File: src/pkg/acd_pkg.sv
package acd_pkg;

  // register map
  localparam logic [7:0] ADDR_CONV_CTRL    = 8'h26;
  localparam logic [7:0] ADDR_CHAN_DISABLE = 8'h27;

  // converter control fields
  localparam int         CTRL_ON_BIT       = 7;
  localparam int         CTRL_RATE_BIT     = 6;
  localparam logic [7:0] CTRL_RESET        = 8'h00;
  localparam logic [7:0] CTRL_WRITE_MASK   = 8'hC0;

  // channel disable fields, channel n sits at bit (7 - n)
  localparam int         DIS_INPUT_CURRENT_BIT   = 7;
  localparam int         DIS_BATTERY_CURRENT_BIT = 6;
  localparam int         DIS_INPUT_VOLTAGE_BIT   = 5;
  localparam int         DIS_BATTERY_VOLTAGE_BIT = 4;
  localparam int         DIS_SYSTEM_VOLTAGE_BIT  = 3;
  localparam int         DIS_THERMISTOR_BIT      = 2;
  localparam logic [7:0] DIS_RESET               = 8'h00;
  localparam logic [7:0] DIS_WRITE_MASK          = 8'hFC;

  // converter channels and result store
  localparam int         NUM_CH      = 6;
  localparam int         CH_W        = 3;
  localparam int         RES_W       = 16;
  localparam logic [2:0] CH_FIRST    = 3'h0;
  localparam logic [2:0] CH_LAST     = 3'h5;
  localparam logic [15:0] RES_RESET  = 16'h0000;

  typedef enum logic [1:0] {
    ACD_IDLE = 2'b00,
    ACD_SCAN = 2'b01,
    ACD_WAIT = 2'b10
  } acd_state_t;

endpackage

File: src/pkg/acd_mem_if.sv
`timescale 1ns/1ps
interface acd_mem_if;
  logic        wr_en;
  logic [2:0]  wr_ch;
  logic [15:0] wr_data;
  logic [2:0]  rd_ch;
  logic [15:0] rd_data;

  modport ctrl (output wr_en, output wr_ch, output wr_data,
                output rd_ch, input rd_data);
  modport mem  (input wr_en, input wr_ch, input wr_data,
                input rd_ch, output rd_data);
endinterface

File: src/verilog/acd_top.sv
`timescale 1ns/1ps
// How it works
// - channel-disable register at 0x27, defaults restore zero
// - bit 7 disables input current conversion
// - bit 6 disables battery current conversion
// - bit 5 disables input voltage conversion
// - bit 4 disables battery voltage conversion
// - bit 3 disables system voltage conversion
// - bit 2 disables thermistor conversion
// - convert only when on; results hold values
// - rate bit: continuous or one-shot pass
module acd_top
(
  input  wire logic        CLK,
  input  wire logic        RST_N,
  input  wire logic [7:0]  REG_ADDR,
  input  wire logic        REG_WR,
  input  wire logic [7:0]  REG_WDATA,
  input  wire logic        REG_RD,
  output logic      [7:0]  REG_RDATA,
  input  wire logic        REG_DEFAULTS,
  output logic             CONV_START,
  output logic      [2:0]  CONV_CH,
  input  wire logic        CONV_DONE,
  input  wire logic [15:0] CONV_DATA,
  input  wire logic [2:0]  RES_CH,
  output logic      [15:0] RES_DATA,
  output logic             CONV_BUSY
);

  ////////////////////////////////////////////////////////////////////////
  // registers

  logic [7:0]             ctrl_reg;
  logic [7:0]             dis_reg;
  logic [7:0]             rdata_reg;
  acd_pkg::acd_state_t    state_reg;
  logic [2:0]             ch_reg;
  logic                   start_reg;
  logic [2:0]             conv_ch_reg;
  logic                   busy_reg;
  logic                   pass_done;
  logic                   ch_off;
  logic                   wr_ctrl;
  logic                   wr_dis;

  // write decodes; a write to any other address is simply ignored
  assign wr_ctrl = REG_WR && (REG_ADDR == acd_pkg::ADDR_CONV_CTRL);
  assign wr_dis  = REG_WR && (REG_ADDR == acd_pkg::ADDR_CHAN_DISABLE);

  // channel n is governed by disable bit (7 - n)
  // the subtraction stays in three bits; channels 6 and 7 would alias onto
  // the reserved bits, but the sequencer never points at them
  assign ch_off  = dis_reg[3'd7 - ch_reg];

  // end of a pass: last channel just finished or was skipped
  // shared by the sequencer and the one-shot clear so both agree on the end
  assign pass_done = (ch_reg == acd_pkg::CH_LAST) &&
                     (((state_reg == acd_pkg::ACD_SCAN) && ch_off) ||
                      ((state_reg == acd_pkg::ACD_WAIT) && CONV_DONE));

  // disable register, restore to all enabled
  // current, voltage and thermistor disables
  // six read-write bits; the low two are reserved and always read zero
  always_ff @(posedge CLK or negedge RST_N)
  begin
    if (!RST_N)
      dis_reg <= acd_pkg::DIS_RESET;
    else if (REG_DEFAULTS)
      dis_reg <= acd_pkg::DIS_RESET;
    else if (wr_dis)
      dis_reg <= REG_WDATA & acd_pkg::DIS_WRITE_MASK;
  end

  // master on bit; rate select
  // one-shot clears the on bit at pass end, but a software write in that
  // same cycle wins so a fresh start is never lost
  always_ff @(posedge CLK or negedge RST_N)
  begin
    if (!RST_N)
      ctrl_reg <= acd_pkg::CTRL_RESET;
    else if (REG_DEFAULTS)
      ctrl_reg <= acd_pkg::CTRL_RESET;
    else if (wr_ctrl)
      ctrl_reg <= REG_WDATA & acd_pkg::CTRL_WRITE_MASK;
    else if (pass_done && ctrl_reg[acd_pkg::CTRL_RATE_BIT])
      ctrl_reg[acd_pkg::CTRL_ON_BIT] <= 1'b0;
  end

  // register read, one cycle after the strobe; unmapped reads zero
  // a read never disturbs the registers, so a stray strobe is harmless
  always_ff @(posedge CLK or negedge RST_N)
  begin
    if (!RST_N)
      rdata_reg <= 8'h00;
    else if (REG_RD)
    begin
      case (REG_ADDR)
        acd_pkg::ADDR_CONV_CTRL:    rdata_reg <= ctrl_reg;
        acd_pkg::ADDR_CHAN_DISABLE: rdata_reg <= dis_reg;
        default:                    rdata_reg <= 8'h00;
      endcase
    end
  end

  ////////////////////////////////////////////////////////////////////////
  // channel sequencer

  // skip disabled channels, one per cycle
  // conversions only start while the on bit is set; a conversion in
  // flight is always allowed to finish so the converter is never left hung
  always_ff @(posedge CLK or negedge RST_N)
  begin
    if (!RST_N)
    begin
      state_reg <= acd_pkg::ACD_IDLE;
      ch_reg    <= acd_pkg::CH_FIRST;
    end
    else
    begin
      case (state_reg)
        acd_pkg::ACD_IDLE:
        begin
          // pointer parked at the first channel so every pass starts there
          ch_reg <= acd_pkg::CH_FIRST;
          if (ctrl_reg[acd_pkg::CTRL_ON_BIT])
            state_reg <= acd_pkg::ACD_SCAN;
        end
        acd_pkg::ACD_SCAN:
        begin
          if (!ctrl_reg[acd_pkg::CTRL_ON_BIT])
            state_reg <= acd_pkg::ACD_IDLE;
          else if (!ch_off)
            state_reg <= acd_pkg::ACD_WAIT;
          else if (pass_done)
          begin
            ch_reg <= acd_pkg::CH_FIRST;
            if (ctrl_reg[acd_pkg::CTRL_RATE_BIT])
              state_reg <= acd_pkg::ACD_IDLE;
          end
          else
            ch_reg <= ch_reg + 3'd1;
        end
        acd_pkg::ACD_WAIT:
        begin
          // a result that lands after the on bit falls is still stored
          if (CONV_DONE)
          begin
            if (pass_done)
              ch_reg <= acd_pkg::CH_FIRST;
            else
              ch_reg <= ch_reg + 3'd1;
            if (!ctrl_reg[acd_pkg::CTRL_ON_BIT] ||
                (pass_done && ctrl_reg[acd_pkg::CTRL_RATE_BIT]))
              state_reg <= acd_pkg::ACD_IDLE;
            else
              state_reg <= acd_pkg::ACD_SCAN;
          end
        end
        default:
        begin
          state_reg <= acd_pkg::ACD_IDLE;
          ch_reg    <= acd_pkg::CH_FIRST;
        end
      endcase
    end
  end

  // start pulse and channel number to the converter front end
  // the channel number is held after the pulse so the front end may latch
  // it late without a race against the next scan step
  always_ff @(posedge CLK or negedge RST_N)
  begin
    if (!RST_N)
    begin
      start_reg   <= 1'b0;
      conv_ch_reg <= acd_pkg::CH_FIRST;
    end
    else
    begin
      start_reg <= (state_reg == acd_pkg::ACD_SCAN) &&
                   ctrl_reg[acd_pkg::CTRL_ON_BIT] && !ch_off;
      if (state_reg == acd_pkg::ACD_SCAN)
        conv_ch_reg <= ch_reg;
    end
  end

  // busy while a pass is underway or a conversion is outstanding
  // lags the state by one cycle: a poller must not trust it right after
  // setting the on bit
  always_ff @(posedge CLK or negedge RST_N)
  begin
    if (!RST_N)
      busy_reg <= 1'b0;
    else
      busy_reg <= (state_reg != acd_pkg::ACD_IDLE);
  end

  ////////////////////////////////////////////////////////////////////////
  // result store

  // results kept in their own store so the read port stays registered
  acd_mem_if mem_bus ();

  // results written only on a finished conversion
  // a skipped channel never writes, so it keeps its old value
  assign mem_bus.wr_en   = (state_reg == acd_pkg::ACD_WAIT) && CONV_DONE;
  assign mem_bus.wr_ch   = ch_reg;
  assign mem_bus.wr_data = CONV_DATA;
  assign mem_bus.rd_ch   = RES_CH;

  acd_result_mem u_mem
  (
    .CLK   (CLK),
    .RST_N (RST_N),
    .port  (mem_bus.mem)
  );

  assign REG_RDATA  = rdata_reg;
  assign CONV_START = start_reg;
  assign CONV_CH    = conv_ch_reg;
  assign RES_DATA   = mem_bus.rd_data;
  assign CONV_BUSY  = busy_reg;

endmodule

File: src/verilog/acd_result_mem.sv
`timescale 1ns/1ps
module acd_result_mem
(
  input  wire logic  CLK,
  input  wire logic  RST_N,
  acd_mem_if.mem     port
);

  logic [15:0] res_reg [acd_pkg::NUM_CH];
  logic [15:0] rd_data_reg;

  // one held value per channel; power-on clears, nothing else does
  genvar g;
  generate
    for (g = 0; g < acd_pkg::NUM_CH; g++)
    begin : g_entry
      always_ff @(posedge CLK or negedge RST_N)
      begin
        if (!RST_N)
          res_reg[g] <= acd_pkg::RES_RESET;
        else if (port.wr_en && (port.wr_ch == 3'(g)))
          res_reg[g] <= port.wr_data;
      end
    end
  endgenerate

  // registered read; out-of-range channels read zero
  always_ff @(posedge CLK or negedge RST_N)
  begin
    if (!RST_N)
      rd_data_reg <= acd_pkg::RES_RESET;
    else if (port.rd_ch <= acd_pkg::CH_LAST)
      rd_data_reg <= res_reg[port.rd_ch];
    else
      rd_data_reg <= acd_pkg::RES_RESET;
  end

  assign port.rd_data = rd_data_reg;

endmodule

File: config.mk
export PLATFORM = sky130hd
export DESIGN_NAME = acd_top
export DESIGN_NICKNAME = d
export VERILOG_FILES = /design/src/pkg/acd_pkg.sv /design/src/pkg/acd_mem_if.sv /design/src/verilog/acd_top.sv /design/src/verilog/acd_result_mem.sv
export SDC_FILE = /design/constraint.sdc
export NUM_CORES = 1
export LEC_CHECK = 0
export BUFFER_PORTS_ARGS = -buffer_cell sky130_fd_sc_hd__buf_2
export CORE_MARGIN = 2
export CORE_UTILIZATION = 63
export DETAILED_ROUTE_END_ITERATION = 16
export PLACE_DENSITY_LB_ADDON = 0.25
export SYNTH_ARGS = -nofsm -noshare
export SYNTH_HDL_FRONTEND = slang
export SYNTH_SLANG_ARGS = --single-unit
File: constraint.sdc
create_clock -name CLK -period 3.48 [get_ports CLK]
set_input_delay 0.696 -clock CLK [delete_from_list [all_inputs] [get_ports CLK]]
set_output_delay 0.696 -clock CLK [all_outputs]
set_load 0.01 [all_outputs]
==> impl_results.md, run 1 <==
* Cells after Synth at 428
* CP endpoint kind: register
* Yosys top cell by area: dfrtp_1
* Final GP Congestion at between 0.8 and 0.9
* Fin nets at 545
* Residual DRC count at 0
* R2R Setup Slk at 1180 ps
* Seq/Total Area, Yosys at 56.6%
* Fin crit share at 66.1%
* First-pass GRT wire length at between 15000 and 20000 um
* CTS tree: built
* Tot GR Track Use at 23.9%
* Arrival @ worst endpoint at about 2700 ps
* Max stage delay cell, worst path: nand3_1
* Initial antenna violation count at 0
* Post-route ant nets at 0
* Grt ovf at 0
* Vias in the first global route at 3842
* Core ar. at between 9000 and 10000 um2
* CP max FO at 16
* First drt pass iteration count at 4
* Slew Limit Headroom at 35.6%
* Combinational Power Share at between 10% and 20%
* Fin area at 7000 um2
* Worst Setup Start Kind: register
* Post-Route WL at 11300 um
* CP Class: register to register
* Worst min-delay path category: input port to async pin
* GR Layer Usage met3 at 5.80%
* CTS Hold Buffers Added at 0
* Mapped Area at 6010 um2
* Postcts setup bufs at 0
* Cell Rows at 35
* Core Util, Final at 75.7%
* Peak Freq at 435 MHz
* Area Growth Syn to Fin at 16.4%
* CTS sink cnt at approximately 140
* DRT iter0 DRCs at ~110
* Gr busiest metal: met2
* Syn Area/Cell at 14.0 um2
* Top area cells in the synthesized netlist: dfrtp_1 (57%), mux2_2 (19%), mux4_2 (6.0%)
* Fin. Hold Viols at 0
* Port Buf Inserts at 65
* Asr flop ratio synth at between 90% and 100%
* Max FFs per register at 96
* Worst r2r src: ch_reg[0]
* Sw Share at 25.4%
* DIE HEIGHT at between 100 and 150 um
* Dpl cell area at about 6500 um2
* Crit path time final at 2300 ps
* Via density at 5.70
* Pwr dens at 552 nW/um2
* Max Cap Viol at 0
* Final Max Tran Viols at 0
* Post-CTS sizing at 0
* Int Pwr at roughly 2.9 mW
* CTS buffer count at 17
* Ys flop type: dfrtp_1
* Clock skew at 8.65 ps
* Maximum vdd drop at 0.379 mV
* Die ar. at 10300 um2
* Drt wl/cell at 17.7 um
* Final TNS setup at 0 ps
* Worst reg2reg path endpoint: u_mem.res_reg[38]
* Clock latency on the worst-skew pair at 510 ps
* Clock slew at reported path FFs at 60 ps
* Most frequent CP cell: ha_1
* Status: completed
* Top-count cell post-synth: dfrtp_1
* Worst-path cell chain: ha_1 -> ha_1 -> nand3_1 -> mux2_2
* IO Pins at 70
* GRT met1 Usage at between 20 and 30%
* Post-synth top cells: dfrtp_1 (136), mux2_2 (100), inv_1 (34), mux2i_1 (27), o22ai_1 (22)
* Dpl hpwl at 7190 um
* Switching power at 981 uW
* Root Driver: clkbuf_8
* Flop pwr share at a little under half
* Initial Util at 65.1%
* EDFF count, synth at 0
* Least-Margin Pin Slew at 963 ps
* Worst Path Required at between 3000 and 4000 ps
* Clock share of power at a little over two fifths
* Largest net degree at the start of global routing at 67
* H-tree depth at 4
* Synth warn at 0
* Critical path's largest stage delay at between 600 and 700 ps
* #FFs+latches synth at 136
* Worst reg-to-reg path cell count at 4
* Yosys top cell area share at 56.6%
* Pleak at 3.55 nW
* Count of final setup violators at 0
* DIE WIDTH at 102 um
* Fraction of final layout cells with drive strength greater than 1 at between 40 and 50%
* Max clock buf depth at 2
* Met2 GRT Util at 41.2%
* Yosys cell types at 37
* Number of diodes at 0
* Vias at 3633
* Unrepaired setup endpoints after global routing: no
[worst max path at each step]
stage | endpoint | slack [ps] | cells after the start | startpoint
floorplan | u_mem.port.rd_data[10] | 1450 | 5 | RES_CH[0]
global route | u_mem.res_reg[38] | 1050 | 4 | ch_reg[0]
CTS | u_mem.res_reg[44] | 1190 | 4 | ch_reg[0]
global placement | u_mem.port.rd_data[8] | 1210 | 5 | RES_CH[0]
finish | u_mem.res_reg[38] | 1180 | 4 | ch_reg[0]
detailed placement | u_mem.port.rd_data[8] | 1220 | 5 | RES_CH[0]
[metrics by stage]
step           power, mW  worst slack (ps)  hold WS (ps)  cells
6_report            3.86              1180           133    637
5_1_grt             4.02              1050           148    637
3_5_place_dp        2.27              1220           491    605
3_3_place_gp        2.25              1210           482    605
4_1_cts             3.89              1190           128    637
2_1_floorplan       2.11              1450           400    429
[layout by cell type, fill, tap and decap left out, types with 9 or more instances in the layout]
cell	synthesis	layout
inv_1	34	34
mux2_2	100	100
dfrtp_1	136	136
mux2i_1	27	27
nand2_1	13	13
clkbuf_16	0	16
nor2_1	11	11
ha_1	9	9
mux4_2	16	16
buf_2	8	64
o22ai_1	22	22
[metal layers]
metal,up-vias,part of all wire [%]
met2,72,52
met1,1885,43
li1,1663,-
met4,0,1.3
met5,-,0
met3,13,3.3
[cell families (layout without fill, tap and decap cells)]
logic type,count (synthesis),count (layout),synth area share [%]
AO/OA/AOI/OAI,36,36,4.10
flip-flops,136,136,56.6
AND/OR/NAND/NOR,43,43,3.64
multiplexers,145,145,29.7
adder cells (fa/ha/maj),9,9,1.87
other,1,2,0.0624
buffers and inverters,58,137,4.04
[worst max-delay path: cells and delay by family (launching register included)]
kind / cells / cell delay, ps
adder cells (fa/ha/maj): 2 / 380
AND/OR/NAND/NOR: 1 / 680
multiplexers: 1 / 550
flip-flops: 1 / 560
[cell type report]
type	count	area, um2
clock buffers	20	435
clock inverters	12	103
fillers	571	2240
inverters	34	128
multi-input cells	235	2370
flip-flops and latches	136	3400
well taps	129	161
repair buffers	71	398
[power by group through the flow]
| stage | Combinational (mW) | Clock [mW] | Sequential, mW |
|---|---|---|---|
| floorplan | 0.332 | 0 | 1.78 |
| detailed placement | 0.473 | 0 | 1.80 |
| global placement | 0.454 | 0 | 1.79 |
| global route | 0.533 | 1.70 | 1.79 |
| CTS | 0.483 | 1.63 | 1.77 |
| finish | 0.478 | 1.61 | 1.77 |
No activity file was read; power rests on OpenSTA's default activity.
==> run 2, diff against run 1 <==
CORE_UTILIZATION = 52   (was 63)
clock period = 1.9 ns   (was 3.48 ns; I/O delays follow)
==> impl_results.md, run 2 (synthesis gave the netlist of run 1 again) <==
* Status: completed
* Final GP Congestion at 0.747
* Residual DRC count at 0
* DIE HEIGHT at about 110 um
* Die ar. at 12400 um2
* Cell Rows at 39
* Clock skew at just under 6 ps
* Placed cell count at between 600 and 700
* CP endpoint kind: register
* Core ar. at about 11000 um2
* Max stage delay cell, worst path: dfrtp_2
* Final TNS setup at 0 ps
* Tot Pwr at 7.49 mW
* Most frequent cells in the layout: dfrtp_1 (135), mux2_2 (100), buf_2 (64), inv_1 (34), mux2i_1 (26)
* Worst Setup Start Kind: register
* Dpl hpwl at 7690 um
* Register Area at 3400 um2
* Drt wl/cell at 17.7 um
* Area Growth Syn to Fin at 21.2%
* CP Class: register to register
* Post-Route WL at 11800 um
* Peak Freq at 544 MHz
* Fillcell total at 862
* Fraction of final layout cells with drive strength greater than 1 at 45.5%
* Vias in the first global route at 3870
* Fin crit share at 96.8%
* PnR worst setup slack at 60.3 ps
* Worst-path cell chain: mux2_4 -> o2bb2ai_2 -> or2_4 -> a41oi_2 -> mux2_1
* Dpl cell area at approximately 6700 um2
* Uppermost layer routed: met5
* Worst Path Required at 2200 ps
* Max Cap Viol at 0
* Root Driver: clkbuf_16
* Pleak at between 3 and 4 nW
* Crit path time final at 1840 ps
* M1 wire length at ~5000 um
* Grt ovf at 0
* Maximum vdd drop at roughly 0.99 mV
* First drt pass iteration count at 4
* DRT iter0 DRCs at 187
* Area of the multi-input gates at 2370 um2
* Core Util, Final at around 64%
* CTS tree: built
* H-tree depth at 4
* Fin nets at 560
* Port Buf Inserts at 65
* Hold Slack at 207 ps
* CP max FO at 4
* Largest net degree at the start of global routing at 74
* CTS sink cnt at 136
* Max clock buf depth at 2
* Pwr dens at between 1000 and 1500 nW/um2
* Worst min-delay path category: input port to register
* Postcts setup bufs at 0
* Fin area at roughly 7300 um2
* Final Max Tran Viols at 0
* Critical path's largest stage delay at 440 ps
* Layout Cells excl Fill at 666
* Routed wl met2 at 6050 um
* Vias at 3751
* Arrival @ worst endpoint at 2140 ps
* Initial Util at 52.9%
* Fin. Hold Viols at 0
* CTS buffer count at 17
* Commonest non-fill, non-tap cell in the layout: dfrtp_1
* Post-place setup slack at 72.4 ps
* Clock latency on the worst-skew pair at 420 ps
* Tot GR Track Use at 20.7%
* Unrepaired setup endpoints after global routing: no
* Clock slew at reported path FFs at 60 ps
* IO Pins at 70
* Post-route ant nets at 0
* Met3 WL post-DR at 525 um
* DIE WIDTH at 112 um
* Max FFs per register at 96
* Initial antenna violation count at 1
* Count of final setup violators at 0
* Via density at 5.63
* First-pass GRT wire length at 19900 um
* Number of diodes at 0
run 2: final cells by class:
| type | instances | area share [%] |
|---|---|---|
| inverters | 34 | 1.75 |
| well taps | 143 | 2.46 |
| repair buffers | 86 | 8.30 |
| flip-flops and latches | 136 | 46.7 |
| clock buffers | 25 | 6.94 |
| multi-input cells | 235 | 32.6 |
| clock inverters | 7 | 1.24 |
run 2: power breakdown:
| part | internal, mW | switching, mW | total (mW) |
|---|---|---|---|
| logic | 0.485 | 0.497 | 0.981 |
| registers | 3.10 | 0.135 | 3.24 |
| clock network | 2.10 | 1.17 | 3.27 |
| total | 5.68 | 1.80 | 7.49 |
run 2: metal layers:
layer,vias to the layer above,track usage [%]
met4,2,7.74
met2,86,34.7
met1,1938,25.7
met5,-,0
met3,20,6.10
li1,1705,-
run 2: worst max-delay path: cells and delay by family (launching register included):
kind / cells / cell delay, ps
multiplexers: 2 / 670
flip-flops: 1 / 440
AND/OR/NAND/NOR: 1 / 260
AO/OA/AOI/OAI: 2 / 350
run 2: path summary, 6_finish.rpt:
| kind | slack (ps) | start | endpoint | cells past startpoint |
|---|---|---|---|---|
| worst max-delay path | 60 | ch_reg[0] | state_reg[0] | 5 |
| worst min-delay path | 210 | REG_WDATA[4] | dis_reg[4] | 3 |
| worst max register to register | 60 | ch_reg[0] | state_reg[0] | 5 |
| worst min register to register | 500 | u_mem.res_reg[61] | u_mem.res_reg[61] | 1 |
| max in group asynchronous | 1050 | RST_N | u_mem.port.rd_data[9] | 3 |
| min in group asynchronous | 510 | RST_N | u_mem.port.rd_data[2] | 3 |
run 2: timing repair:
| action | CTS | global route |
|---|---|---|
| endpoints found under the setup margin | 0 | 1 |
| resized for setup | 0 | 2 |
| endpoints found under the hold margin | 136 | 0 |
| hold buffers | 1 | 0 |
==> run 3, diff against run 2 <==
--- a/config.mk
+++ b/config.mk
@@ -11,2 +11,3 @@
 export DETAILED_ROUTE_END_ITERATION = 16
+export GPL_TIMING_DRIVEN = 0
 export PLACE_DENSITY_LB_ADDON = 0.25
--- a/constraint.sdc
+++ b/constraint.sdc
@@ -3,2 +3,2 @@
 set_output_delay 0.38 -clock CLK [all_outputs]
-set_load 0.01 [all_outputs]
+set_load 0.005 [all_outputs]
==> impl_results.md, run 3 (synthesis gave the netlist of run 1 again) <==
* Crit path time final at 1890 ps
* Pwr dens at 1060 nW/um2
* CP endpoint kind: register
* Port Buf Inserts at 59
* Grt ovf at 0
* Dpl cell area at ~6500 um2
* Max FFs per register at between 90 and 100
* Via density at around 5.5
* Critical path's largest stage delay at 480 ps
* CP Class: register to register
* Vias at 3710
* Dpl hpwl at 7990 um
* Buf/Inv on CP at 1
* Peak Freq at 530 MHz
* DIE HEIGHT at 112 um
* Largest net degree at the start of global routing at 107
* First-pass GRT wire length at 20600 um
* Final Max Tran Viols at 0
* Fraction of final layout cells with drive strength greater than 1 at around 47%
* Arrival @ worst endpoint at 2230 ps
* Initial Util at a little over half
* Clock latency on the worst-skew pair at 410 ps
* Met2 GRT Util at 36.1%
* CP max FO at 4
* CTS buffer count at 17
* DIE WIDTH at 112 um
* Min-delay src: REG_WDATA[7]
* Worst Path Required at 2240 ps
* Worst Setup Start Kind: register
* Worst min-delay path category: input port to register
* GRT met1 Usage at 27.7%
* Unrepaired setup endpoints after global routing: yes
* Final GP Congestion at 0.758
* Clock slew at reported path FFs at 60 ps
* Fin nets at 566
* Maximum vdd drop at roughly 0.64 mV
* IO Pins at 70
* Drt wl/cell at 18.2 um
* Fin. Hold Viols at 0
* Cell Rows at 39
* Vias in the first global route at 4005
* Clock skew at 7.30 ps
* Number of diodes at 0
* Initial antenna violation count at 1
* Pleak at 3.71 nW
* Most frequent cells in the layout: dfrtp_1 (135), mux2_2 (100), buf_2 (63), inv_1 (34), mux2i_1 (26)
* Die ar. at 12400 um2
* Post-Route WL at 12200 um
* DRT iter0 DRCs at 191
* Max stage delay cell, worst path: or4_4
* Worst r2r src: ch_reg[0]
* Commonest non-fill, non-tap cell in the layout: dfrtp_1
* Layout Cells excl Fill at about 670
* Count of final setup violators at 0
* Residual DRC count at 0
* Tot GR Track Use at between 20% and 30%
* Placed cell count at 632
* Fin area at around 7300 um2
* H-tree depth at 4
* Fillcell total at 836
* Gr busiest metal: met2
* Slew Limit Headroom at 52.6%
* Max Cap Viol at 0
* Status: completed
* Area Growth Syn to Fin at 22.0%
* Final TNS setup at 0 ps
* Core ar. at 11400 um2
* First drt pass iteration count at 5
* Post-route ant nets at 0
* Root Driver: clkbuf_16
* CTS tree: built
* GR Layer Usage met3 at 5.01%
* Worst-path cell chain: buf_6 -> mux2_4 -> o2bb2ai_4 -> or2_4 -> or4_4 -> o21ai_2
* Hold Slack at 209 ps
* Fin crit share at 99.3%
* Tot Pwr at 7.74 mW
* CTS sink cnt at roughly 140
* Max clock buf depth at 2
* Critical path launch point: ch_reg[0]
* CP delay by family, top: simple AND/OR/NAND/NOR gates
* Least-Margin Pin Slew at 710 ps
## run 3: changes by cell type in the layout (fill, tap and decap cells not counted), moves of 3 or more
cell	before	now
buf_12	9	0
buf_6	1	6
clkbuf_1	3	6
clkbuf_8	5	2
## run 3: routing by layer
metal / wire length, um / up-vias
met5: 11 / -
met4: 127 / 2
met2: 6150 / 74
li1: - / 1715
met1: 5490 / 1906
met3: 418 / 13
## run 3: path summary, 6_finish.rpt
check	cells past startpoint	end	slack (ps)
min in group asynchronous	2	u_mem.res_reg[2]	410
max reg2reg	6	state_reg[1]	10
min reg2reg	1	u_mem.res_reg[30]	500
max in group asynchronous	3	ch_reg[1]	670
max	6	state_reg[1]	10
min	3	ctrl_reg[7]	210
## run 3: metrics by stage
stage,worst slack (ps),util [%]
floorplan,51.9,-
global placement,-1260,57.1
detailed placement,-574,57.4
CTS,-36.2,64.1
global route,-30.0,64.5
finish,12.7,64.5
## run 3: repair_timing
action | 4_1_cts | 5_1_grt
cloned | 0 | 0
buffers inserted | 9 | 0
endpoints found under the setup margin | 84 | 55
pin swaps | 5 | 1
resized for setup | 18 | 12
hold endpoints to repair | 30 | 0
hold buffers | 1 | 0
## run 3: area by class of cell
| type | instances | area [um2] | area share [%] |
|---|---|---|---|
| clock buffers | 19 | 453 | 6.18 |
| clock inverters | 13 | 176 | 2.41 |
| plain buffers | 22 | 141 | 1.93 |
| flip-flops and latches | 136 | 3400 | 46.4 |
| inverters | 34 | 128 | 1.74 |
| well taps | 143 | 179 | 2.44 |
| repair buffers | 70 | 407 | 5.55 |
| multi-input cells | 235 | 2440 | 33.3 |
## run 3: where the power goes
group          internal (mW)  total [mW]  switching [mW]
clock                   2.25        3.47            1.21
sequential              3.10        3.22           0.119
combinational          0.520        1.06           0.537
## run 3: worst register-to-register path, delay by kind of cell, from the launching register on
kind / cells / cell delay, ps
mux: 1 / 320
simple gates: 2 / 750
compound gates: 2 / 210
flops: 1 / 400
buf+inv: 1 / 140
